File: config.mk
export PLATFORM = sky130hd
export DESIGN_NAME = flow_cond
export DESIGN_NICKNAME = d
export VERILOG_FILES = /design/src/pkg/flow_cond_pkg.sv /design/src/rtl/flow_cond.sv /design/src/rtl/median_select.sv
export SDC_FILE = /design/constraint.sdc
export NUM_CORES = 2
export LEC_CHECK = 0
export ABC_AREA = 0
export BUFFER_PORTS_ARGS = -buffer_cell sky130_fd_sc_hd__buf_2
export CORE_ASPECT_RATIO = 0.8
export CORE_UTILIZATION = 55
export DETAILED_ROUTE_END_ITERATION = 8
export PLACE_DENSITY_LB_ADDON = 0.12
export SLEW_MARGIN = 20
export SYNTH_ARGS = -nofsm -noshare
export SYNTH_HDL_FRONTEND = slang
export SYNTH_HIERARCHICAL = 1
export SYNTH_SLANG_ARGS = --single-unit
File: constraint.sdc
create_clock -name pclk -period 48.4 [get_ports pclk]
set_input_delay 2.42 -clock pclk [delete_from_list [all_inputs] [get_ports pclk]]
set_output_delay 2.42 -clock pclk [all_outputs]
set_load 0.02 [all_outputs]
File: src/pkg/flow_cond_pkg.sv
package flow_cond_pkg;
   // ---------------------------------------------------------------
   // register offsets
   // ---------------------------------------------------------------
   localparam logic [11:0] CTRL_OFF    = 12'h000;
   localparam logic [11:0] STEP_OFF    = 12'h004;
   localparam logic [11:0] STATUS_OFF  = 12'h008;
   localparam logic [11:0] IRQ_ST_OFF  = 12'h00C;
   localparam logic [11:0] IRQ_MSK_OFF = 12'h010;
   localparam logic [11:0] RESULT_OFF  = 12'h014;
   // ---------------------------------------------------------------
   // control fields
   // ---------------------------------------------------------------
   localparam int CTRL_LEN_LSB     = 0;
   localparam int CTRL_UNLIMIT_BIT = 8;
   localparam int STEP_EARLY_BIT   = 0;
   localparam int STEP_LATE_BIT    = 1;
   // ---------------------------------------------------------------
   // reset values and limits
   // ---------------------------------------------------------------
   localparam logic [4:0]  LEN_RESET     = 5'h01;
   localparam logic [4:0]  LEN_MAX       = 5'h15;
   localparam logic [7:0]  POS_CAL       = 8'h50;
   localparam logic [7:0]  POS_MIN       = 8'h10;
   localparam logic [7:0]  POS_MAX       = 8'hF0;
   localparam logic [3:0]  GAIN_CAL      = 4'h4;
   localparam logic [3:0]  GAIN_LIMITED  = 4'h2;
   localparam logic [3:0]  GAIN_TOP      = 4'hF;
   localparam logic [15:0] AMP_LOW       = 16'h0400;
   localparam logic [15:0] AMP_HIGH      = 16'h4000;
   localparam real         RESULT_RATE_HZ = 25.0;
   // ---------------------------------------------------------------
   // quality classes and irq bits
   // ---------------------------------------------------------------
   typedef enum logic [1:0] {
      Q_STRONG = 2'b00,
      Q_WEAK   = 2'b01,
      Q_POOR   = 2'b10
   } quality_t;
   localparam int IRQ_RESULT  = 0;
   localparam int IRQ_QUALITY = 1;
   localparam int IRQ_CLAMP   = 2;
endpackage

File: src/rtl/flow_cond.sv
// Contract
// - median of last N results, N odd 1..21
// - output is a chosen sample, never average
// - each result advances the window one
// - gain control tracks received amplitude
// - gain limited to two levels by default
// - host may lift the gain limit
// - power-up restores calibrated window position
// - signal quality reported strong, weak, poor
// - host steps window earlier or later
// - length one passes results unchanged
//
// The APB register port and the register offsets were decided locally.
module flow_cond #(
   parameter int W = 16
) (
   input  wire logic         pclk,
   input  wire logic         presetn,
   input  wire logic         psel,
   input  wire logic         penable,
   input  wire logic         pwrite,
   input  wire logic [11:0]  paddr,
   input  wire logic [31:0]  pwdata,
   output logic      [31:0]  prdata,
   output logic              pready,
   output logic              pslverr,
   input  wire logic         result_valid,
   input  wire logic [W-1:0] result_data,
   input  wire logic [15:0]  rx_amplitude,
   output logic      [W-1:0] filt_data,
   output logic              filt_valid,
   output logic      [3:0]   gain_level,
   output logic      [7:0]   window_pos,
   output logic      [1:0]   quality,
   output logic              irq
);
   // ---------------------------------------------------------------
   // bus decode
   // ---------------------------------------------------------------
   logic wr_en;
   logic rd_en;
   logic mapped;
   assign pready  = 1'b1;
   assign wr_en   = psel && penable && pwrite;
   assign rd_en   = psel && penable && !pwrite;
   assign mapped  = paddr == flow_cond_pkg::CTRL_OFF    ||
                    paddr == flow_cond_pkg::STEP_OFF    ||
                    paddr == flow_cond_pkg::STATUS_OFF  ||
                    paddr == flow_cond_pkg::IRQ_ST_OFF  ||
                    paddr == flow_cond_pkg::IRQ_MSK_OFF ||
                    paddr == flow_cond_pkg::RESULT_OFF;
   assign pslverr = psel && penable && !mapped;

   // ---------------------------------------------------------------
   // control register
   // ---------------------------------------------------------------
   logic [4:0] len_reg;
   logic       unlimit_reg;
   logic       len_change;
   logic [4:0] len_wr;
   assign len_wr = pwdata[flow_cond_pkg::CTRL_LEN_LSB +: 5];
   assign len_change = wr_en && paddr == flow_cond_pkg::CTRL_OFF &&
                       len_wr[0] && len_wr <= flow_cond_pkg::LEN_MAX &&
                       len_wr != len_reg;

   always_ff @(posedge pclk or negedge presetn) begin
      if (!presetn) begin
         len_reg     <= flow_cond_pkg::LEN_RESET;
         unlimit_reg <= 1'b0;
      end else if (wr_en && paddr == flow_cond_pkg::CTRL_OFF) begin
         if (len_wr[0] && len_wr <= flow_cond_pkg::LEN_MAX)
            len_reg <= len_wr;
         unlimit_reg <= pwdata[flow_cond_pkg::CTRL_UNLIMIT_BIT];
      end
   end

   // ---------------------------------------------------------------
   // median filter
   // ---------------------------------------------------------------
   logic [W-1:0] med_data;
   logic         med_valid;

   median_select #(
      .W     (W),
      .DEPTH (21)
   ) u_median (
      .pclk         (pclk),
      .presetn      (presetn),
      .clear        (len_change),
      .push         (result_valid),
      .sample       (result_data),
      .len          (len_reg),
      .median       (med_data),
      .median_valid (med_valid)
   );

   always_ff @(posedge pclk or negedge presetn) begin
      if (!presetn) begin
         filt_data  <= '0;
         filt_valid <= 1'b0;
      end else if (len_reg == 5'h01) begin
         filt_valid <= result_valid;
         if (result_valid) filt_data <= result_data;
      end else begin
         filt_valid <= med_valid;
         if (med_valid) filt_data <= med_data;
      end
   end

   // ---------------------------------------------------------------
   // gain control
   // ---------------------------------------------------------------
   logic [3:0] gain_ceiling;
   assign gain_ceiling = unlimit_reg ? flow_cond_pkg::GAIN_TOP
                       : flow_cond_pkg::GAIN_CAL + flow_cond_pkg::GAIN_LIMITED;

   always_ff @(posedge pclk or negedge presetn) begin
      if (!presetn) begin
         gain_level <= flow_cond_pkg::GAIN_CAL;
      end else if (result_valid) begin
         if (rx_amplitude < flow_cond_pkg::AMP_LOW &&
             gain_level < gain_ceiling)
            gain_level <= gain_level + 4'h1;
         else if (rx_amplitude > flow_cond_pkg::AMP_HIGH &&
                  gain_level > 4'h0)
            gain_level <= gain_level - 4'h1;
         else if (gain_level > gain_ceiling)
            gain_level <= gain_ceiling;
      end
   end

   // ---------------------------------------------------------------
   // signal quality
   // ---------------------------------------------------------------
   flow_cond_pkg::quality_t q_next;
   always_comb begin
      if (rx_amplitude < flow_cond_pkg::AMP_LOW ||
          gain_level >= flow_cond_pkg::GAIN_CAL + flow_cond_pkg::GAIN_LIMITED)
         q_next = flow_cond_pkg::Q_POOR;
      else if (gain_level > flow_cond_pkg::GAIN_CAL)
         q_next = flow_cond_pkg::Q_WEAK;
      else
         q_next = flow_cond_pkg::Q_STRONG;
   end

   always_ff @(posedge pclk or negedge presetn) begin
      if (!presetn) quality <= flow_cond_pkg::Q_STRONG;
      else if (result_valid) quality <= q_next;
   end

   // ---------------------------------------------------------------
   // measurement window position
   // ---------------------------------------------------------------
   logic step_early;
   logic step_late;
   logic clamp_hit;
   assign step_early = wr_en && paddr == flow_cond_pkg::STEP_OFF &&
                       pwdata[flow_cond_pkg::STEP_EARLY_BIT] &&
                       !pwdata[flow_cond_pkg::STEP_LATE_BIT];
   assign step_late  = wr_en && paddr == flow_cond_pkg::STEP_OFF &&
                       pwdata[flow_cond_pkg::STEP_LATE_BIT] &&
                       !pwdata[flow_cond_pkg::STEP_EARLY_BIT];
   assign clamp_hit  =
      (step_early && window_pos <= flow_cond_pkg::POS_MIN) ||
      (step_late  && window_pos >= flow_cond_pkg::POS_MAX);

   always_ff @(posedge pclk or negedge presetn) begin
      if (!presetn) begin
         window_pos <= flow_cond_pkg::POS_CAL;
      end else if (step_early && !clamp_hit) begin
         window_pos <= window_pos - 8'h01;
      end else if (step_late && !clamp_hit) begin
         window_pos <= window_pos + 8'h01;
      end
   end

   // ---------------------------------------------------------------
   // interrupts
   // ---------------------------------------------------------------
   logic [2:0] irq_st_reg;
   logic [2:0] irq_msk_reg;
   logic [2:0] irq_set;
   logic [2:0] irq_clr;
   logic [1:0] quality_prev;
   assign irq_set = {clamp_hit, quality != quality_prev, filt_valid};
   assign irq_clr = (wr_en && paddr == flow_cond_pkg::IRQ_ST_OFF)
                  ? pwdata[2:0] : 3'h0;

   always_ff @(posedge pclk or negedge presetn) begin
      if (!presetn) quality_prev <= flow_cond_pkg::Q_STRONG;
      else quality_prev <= quality;
   end

   always_ff @(posedge pclk or negedge presetn) begin
      if (!presetn) irq_st_reg <= 3'h0;
      else irq_st_reg <= (irq_st_reg & ~irq_clr) | irq_set;
   end

   always_ff @(posedge pclk or negedge presetn) begin
      if (!presetn) irq_msk_reg <= 3'h0;
      else if (wr_en && paddr == flow_cond_pkg::IRQ_MSK_OFF)
         irq_msk_reg <= pwdata[2:0];
   end

   assign irq = |(irq_st_reg & irq_msk_reg);

   // ---------------------------------------------------------------
   // read mux
   // ---------------------------------------------------------------
   always_comb begin
      prdata = 32'h0000_0000;
      if (rd_en) begin
         unique case (paddr)
            flow_cond_pkg::CTRL_OFF:
               prdata = {23'h0, unlimit_reg, 3'h0, len_reg};
            flow_cond_pkg::STATUS_OFF:
               prdata = {18'h0, quality, gain_level, window_pos};
            flow_cond_pkg::IRQ_ST_OFF:  prdata = {29'h0, irq_st_reg};
            flow_cond_pkg::IRQ_MSK_OFF: prdata = {29'h0, irq_msk_reg};
            flow_cond_pkg::RESULT_OFF:  prdata = {{(32-W){1'b0}}, filt_data};
            default:                    prdata = 32'h0000_0000;
         endcase
      end
   end
endmodule // flow_cond

File: src/rtl/median_select.sv
module median_select #(
   parameter int W     = 16,
   parameter int DEPTH = 21
) (
   input  wire logic                 pclk,
   input  wire logic                 presetn,
   input  wire logic                 clear,
   input  wire logic                 push,
   input  wire logic [W-1:0]         sample,
   input  wire logic [4:0]           len,
   output logic      [W-1:0]         median,
   output logic                      median_valid
);
   // ---------------------------------------------------------------
   // sample history
   // ---------------------------------------------------------------
   logic [W-1:0] hist_reg [DEPTH];
   logic [4:0]   fill_reg;
   logic [4:0]   idx_reg;
   logic         busy_reg;
   logic [W-1:0] cand_reg;
   logic [4:0]   less_cnt;
   logic [4:0]   eq_cnt;

   always_ff @(posedge pclk or negedge presetn) begin
      if (!presetn) begin
         for (int i = 0; i < DEPTH; i++) hist_reg[i] <= '0;
      end else if (push) begin
         hist_reg[0] <= sample;
         for (int i = 1; i < DEPTH; i++) hist_reg[i] <= hist_reg[i-1];
      end
   end

   always_ff @(posedge pclk or negedge presetn) begin
      if (!presetn) begin
         fill_reg <= 5'h00;
      end else if (clear) begin
         fill_reg <= push ? 5'h01 : 5'h00;
      end else if (push && fill_reg < len) begin
         fill_reg <= fill_reg + 5'h01;
      end
   end

   // ---------------------------------------------------------------
   // rank count of candidate against filled entries
   // ---------------------------------------------------------------
   always_comb begin
      less_cnt = 5'h00;
      eq_cnt   = 5'h00;
      for (int i = 0; i < DEPTH; i++) begin
         if (5'(i) < fill_reg) begin
            if (hist_reg[i] < cand_reg) less_cnt = less_cnt + 5'h01;
            if (hist_reg[i] == cand_reg) eq_cnt = eq_cnt + 5'h01;
         end
      end
   end

   // ---------------------------------------------------------------
   // search: one candidate per cycle, picks a stored sample
   // ---------------------------------------------------------------
   always_ff @(posedge pclk or negedge presetn) begin
      if (!presetn) begin
         busy_reg     <= 1'b0;
         idx_reg      <= 5'h00;
         cand_reg     <= '0;
         median       <= '0;
         median_valid <= 1'b0;
      end else begin
         median_valid <= 1'b0;
         if (push) begin
            busy_reg <= 1'b1;
            idx_reg  <= 5'h00;
            cand_reg <= sample;
         end else if (busy_reg) begin
            if (less_cnt <= (fill_reg >> 1) &&
                less_cnt + eq_cnt > (fill_reg >> 1)) begin
               median       <= cand_reg;
               median_valid <= 1'b1;
               busy_reg     <= 1'b0;
            end else begin
               idx_reg  <= idx_reg + 5'h01;
               cand_reg <= hist_reg[idx_reg + 5'h01];
            end
         end
      end
   end
endmodule // median_select

==> flow_summary.toml <==
[final_layout]
drive_above_1_share_pct = 22.69
areaGrowthSynthToFinish_pct = 9.383
final_nets = 3562
fin_util_pct = 60.91
seq_area_um2 = 10640
fin_cells = 3886
multi_input_area_um2 = 20860
fill_cells = 4774
largest_reg_flops = 336

[timing]
hold_ws_ns = 0.4850
drv_slew = 0
rsz0062_at_grt = "false"
min_period_ns = 19.89
period_share_pct = 41.10
maxSlewHeadroom_pct = 16.30
setup_viol = 0
final.setup.worst_slack_ns = 28.51
tightest_slew_ns = 1.246
fmax_mhz = 50.27
hold_viol = 0
tns_ns = 0
clock_skew_ns = 0.03498

[yosys]
synth_common_cells = "421 x dfrtp_1, 400 x ha_1, 327 x mux2_2"
synth_seq_cells = 425
synth_top_family_by_area = "multiplexers"
async_reset_ff_share_pct = 100.0
muxShareOfSynthArea_pct = 19.30
synth_compound_area_share_pct = 12.07
syn_inst = 2993
synth_edf_count = 0
synth_xor_area_share_pct = 5.562
synth_area_um2 = 32420
synth.avg_cell_area_um2 = 10.83
yosys.area_share.adder_pct = 15.50
seq_area_frac_synth_pct = 32.82
yosysUniqueCellTypes = 99
synth_warnings = 6
synthSimpleGateAreaFrac_pct = 11.52
synth-main-ff-cell = "dfrtp_1"
synthTopCellsByArea = "dfrtp_1 32%, ha_1 15%, mux2_2 11%"
synth_top_cell_by_area = "dfrtp_1"
synth_top_area_share_pct = 32.50
synth.most_common_cell = "dfrtp_1"

[clock_tree]
clock_path_buffers = 3
clock_latency_ns = 0.61
postCtsResizedCells = 0
post_cts_buffers = 0
numCtsBuffers = 47
cts_root_buf = "clkbuf_16"
clk_pin_slew_ns = 0.06
cts_num_sinks = 425
cts_tree = "done"
cts_hold_buf = 0
htree_levels = 2

[die]
io_pins = 148
die_w_um = 273.4
die_h_um = 219.2
core_um2 = 58220
rows = 79
die_area_um2 = 59920
initial_core_util_pct = 55.68

[pwr]
power.static_leakage_nw = 15.94
power_density_nw_per_um2 = 76.34
p_int_w = 0.001441
p_sw_share_pct = 46.77
vdd_drop_max_mv = 0.07201
pwr-share-comb_pct = 61.9
pwr-share-seq_pct = 24.2
p_clk_share_pct = 13.9
netSwitchingPower_w = 0.001266

[critical_path]
cp_data_required_time_ns = 48.89
crit_fanout = 22
cpMostUsedCell = "ha_1"
cp-end-kind = "flip-flop"
slowest_stage = "nor3_4"
path_class = "flip-flop to flip-flop"
critPathMaxStageDelay_ns = 0.72
arrival_ns = 20.38
startpoint_type = "flip-flop"

[detailed_routing]
wl_met2_mm = 42.83
highest_layer = "met5"
wire_per_inst_um = 25.06
postRouteAntennaNets = 0
m1WireLength_mm = 44.14
drt-vias-per-instance = 6.589
drtIter0Drc = 2292
wl_mm = 97.36
route.met3.wl_mm = 7.253
drcViolationCount = 0
dr.pass1.iters = 6
vias = 25603

[placement]
io_buffers = 104
dp_hpwl_mm = 73.44
post-place-ws_ns = 28.75
gp_congestion = 0.9659
dp_cells = 3799

[status]
status = "complete, no violations"

[global_routing]
grt_pass1_wl_mm = 149.0
grt_pass1_vias = 24799
grt_overflow = 0
grt_max_degree = 197
grt_usage_pct = 32.67
antenna_found_initial = 2

[job]
max-cap-violations = 0

[hold_path]
hold_class = "flip-flop to flip-flop"
[worst paths after layout]
path | start | cells after the start | to | slack, ns
setup / recovery | u_median/cand_reg[1] | 87 | u_median/median[1] | 28.51
min in group asynchronous | presetn | 1 | window_pos[0] | 1.81
hold / removal | u_median/median[7] | 1 | u_median/median[7] | 0.48
setup reg to reg | u_median/cand_reg[1] | 87 | u_median/median[1] | 28.51
hold reg to reg | u_median/median[7] | 1 | u_median/median[7] | 0.48
max in group asynchronous | presetn | 3 | u_median/idx_reg[0] | 44.35
[routing by layer]
| metal | vias to the layer above | track usage, % |
|---|---|---|
| met2 | 934 | 49.90 |
| met5 | - | 0 |
| li1 | 11505 | - |
| met4 | 2 | 10.88 |
| met3 | 163 | 5.044 |
| met1 | 12999 | 47.31 |
[worst max-delay path, delay by kind of cell, from the launching register on]
kind,cells,cell delay [ns]
fa+ha+maj,22,6.74
compound gates,19,3.97
mux,12,3.14
simple gates,18,2.99
xor+xnor,6,1.41
buf+inv,10,1.16
flops,1,0.38
[layout make-up]
cell class | count | share of cell area (%)
well taps | 769 | 2.713
diodes | 1 | 0.007057
clock inverters | 18 | 0.6669
flip-flops and latches | 425 | 30.02
clock buffers | 68 | 3.881
multi-input cells | 2332 | 58.82
inverters | 124 | 1.313
repair buffers | 149 | 2.583
[cell usage in the layout, fill, tap and decap left out, types with 80 or more instances in the layout]
cell | synthesis | final
mux4_2 | 96 | 96
a21oi_1 | 139 | 139
dfrtp_1 | 421 | 420
o21ai_0 | 127 | 127
nand4_1 | 80 | 80
mux2_2 | 327 | 327
inv_1 | 121 | 121
buf_2 | 9 | 102
ha_1 | 400 | 399
nor2_1 | 109 | 109
xnor2_1 | 89 | 88
nand2_1 | 205 | 205
[metrics by stage]
stage | cell area [µm²] | power (W)
4_1_cts | 35450 | 0.002690
2_1_floorplan | 32470 | 0.001790
3_5_place_dp | 33840 | 0.002298
6_report | 35460 | 0.002707
5_1_grt | 35460 | 0.002910
3_3_place_gp | 33840 | 0.002222
[kinds of logic after synthesis]
logic type,Yosys count
xor gates and xnor gates,165
other,2
AOI/OAI and AO/OA,578
and+or+nand+nor,708
buffers and inverters,251
muxes,463
adders and majority gates,401
DFF,425
[power groups by stage]
stage / registers (W) / clock network [W] / logic [W]
floorplan: 0.000592 / 0 / 0.00120
global route: 0.000674 / 0.000396 / 0.00184
detailed placement: 0.000656 / 0 / 0.00164
CTS: 0.000652 / 0.000382 / 0.00166
global placement: 0.000649 / 0 / 0.00157
finish: 0.000656 / 0.000376 / 0.00167
No activity file was read; power rests on OpenSTA's default activity.
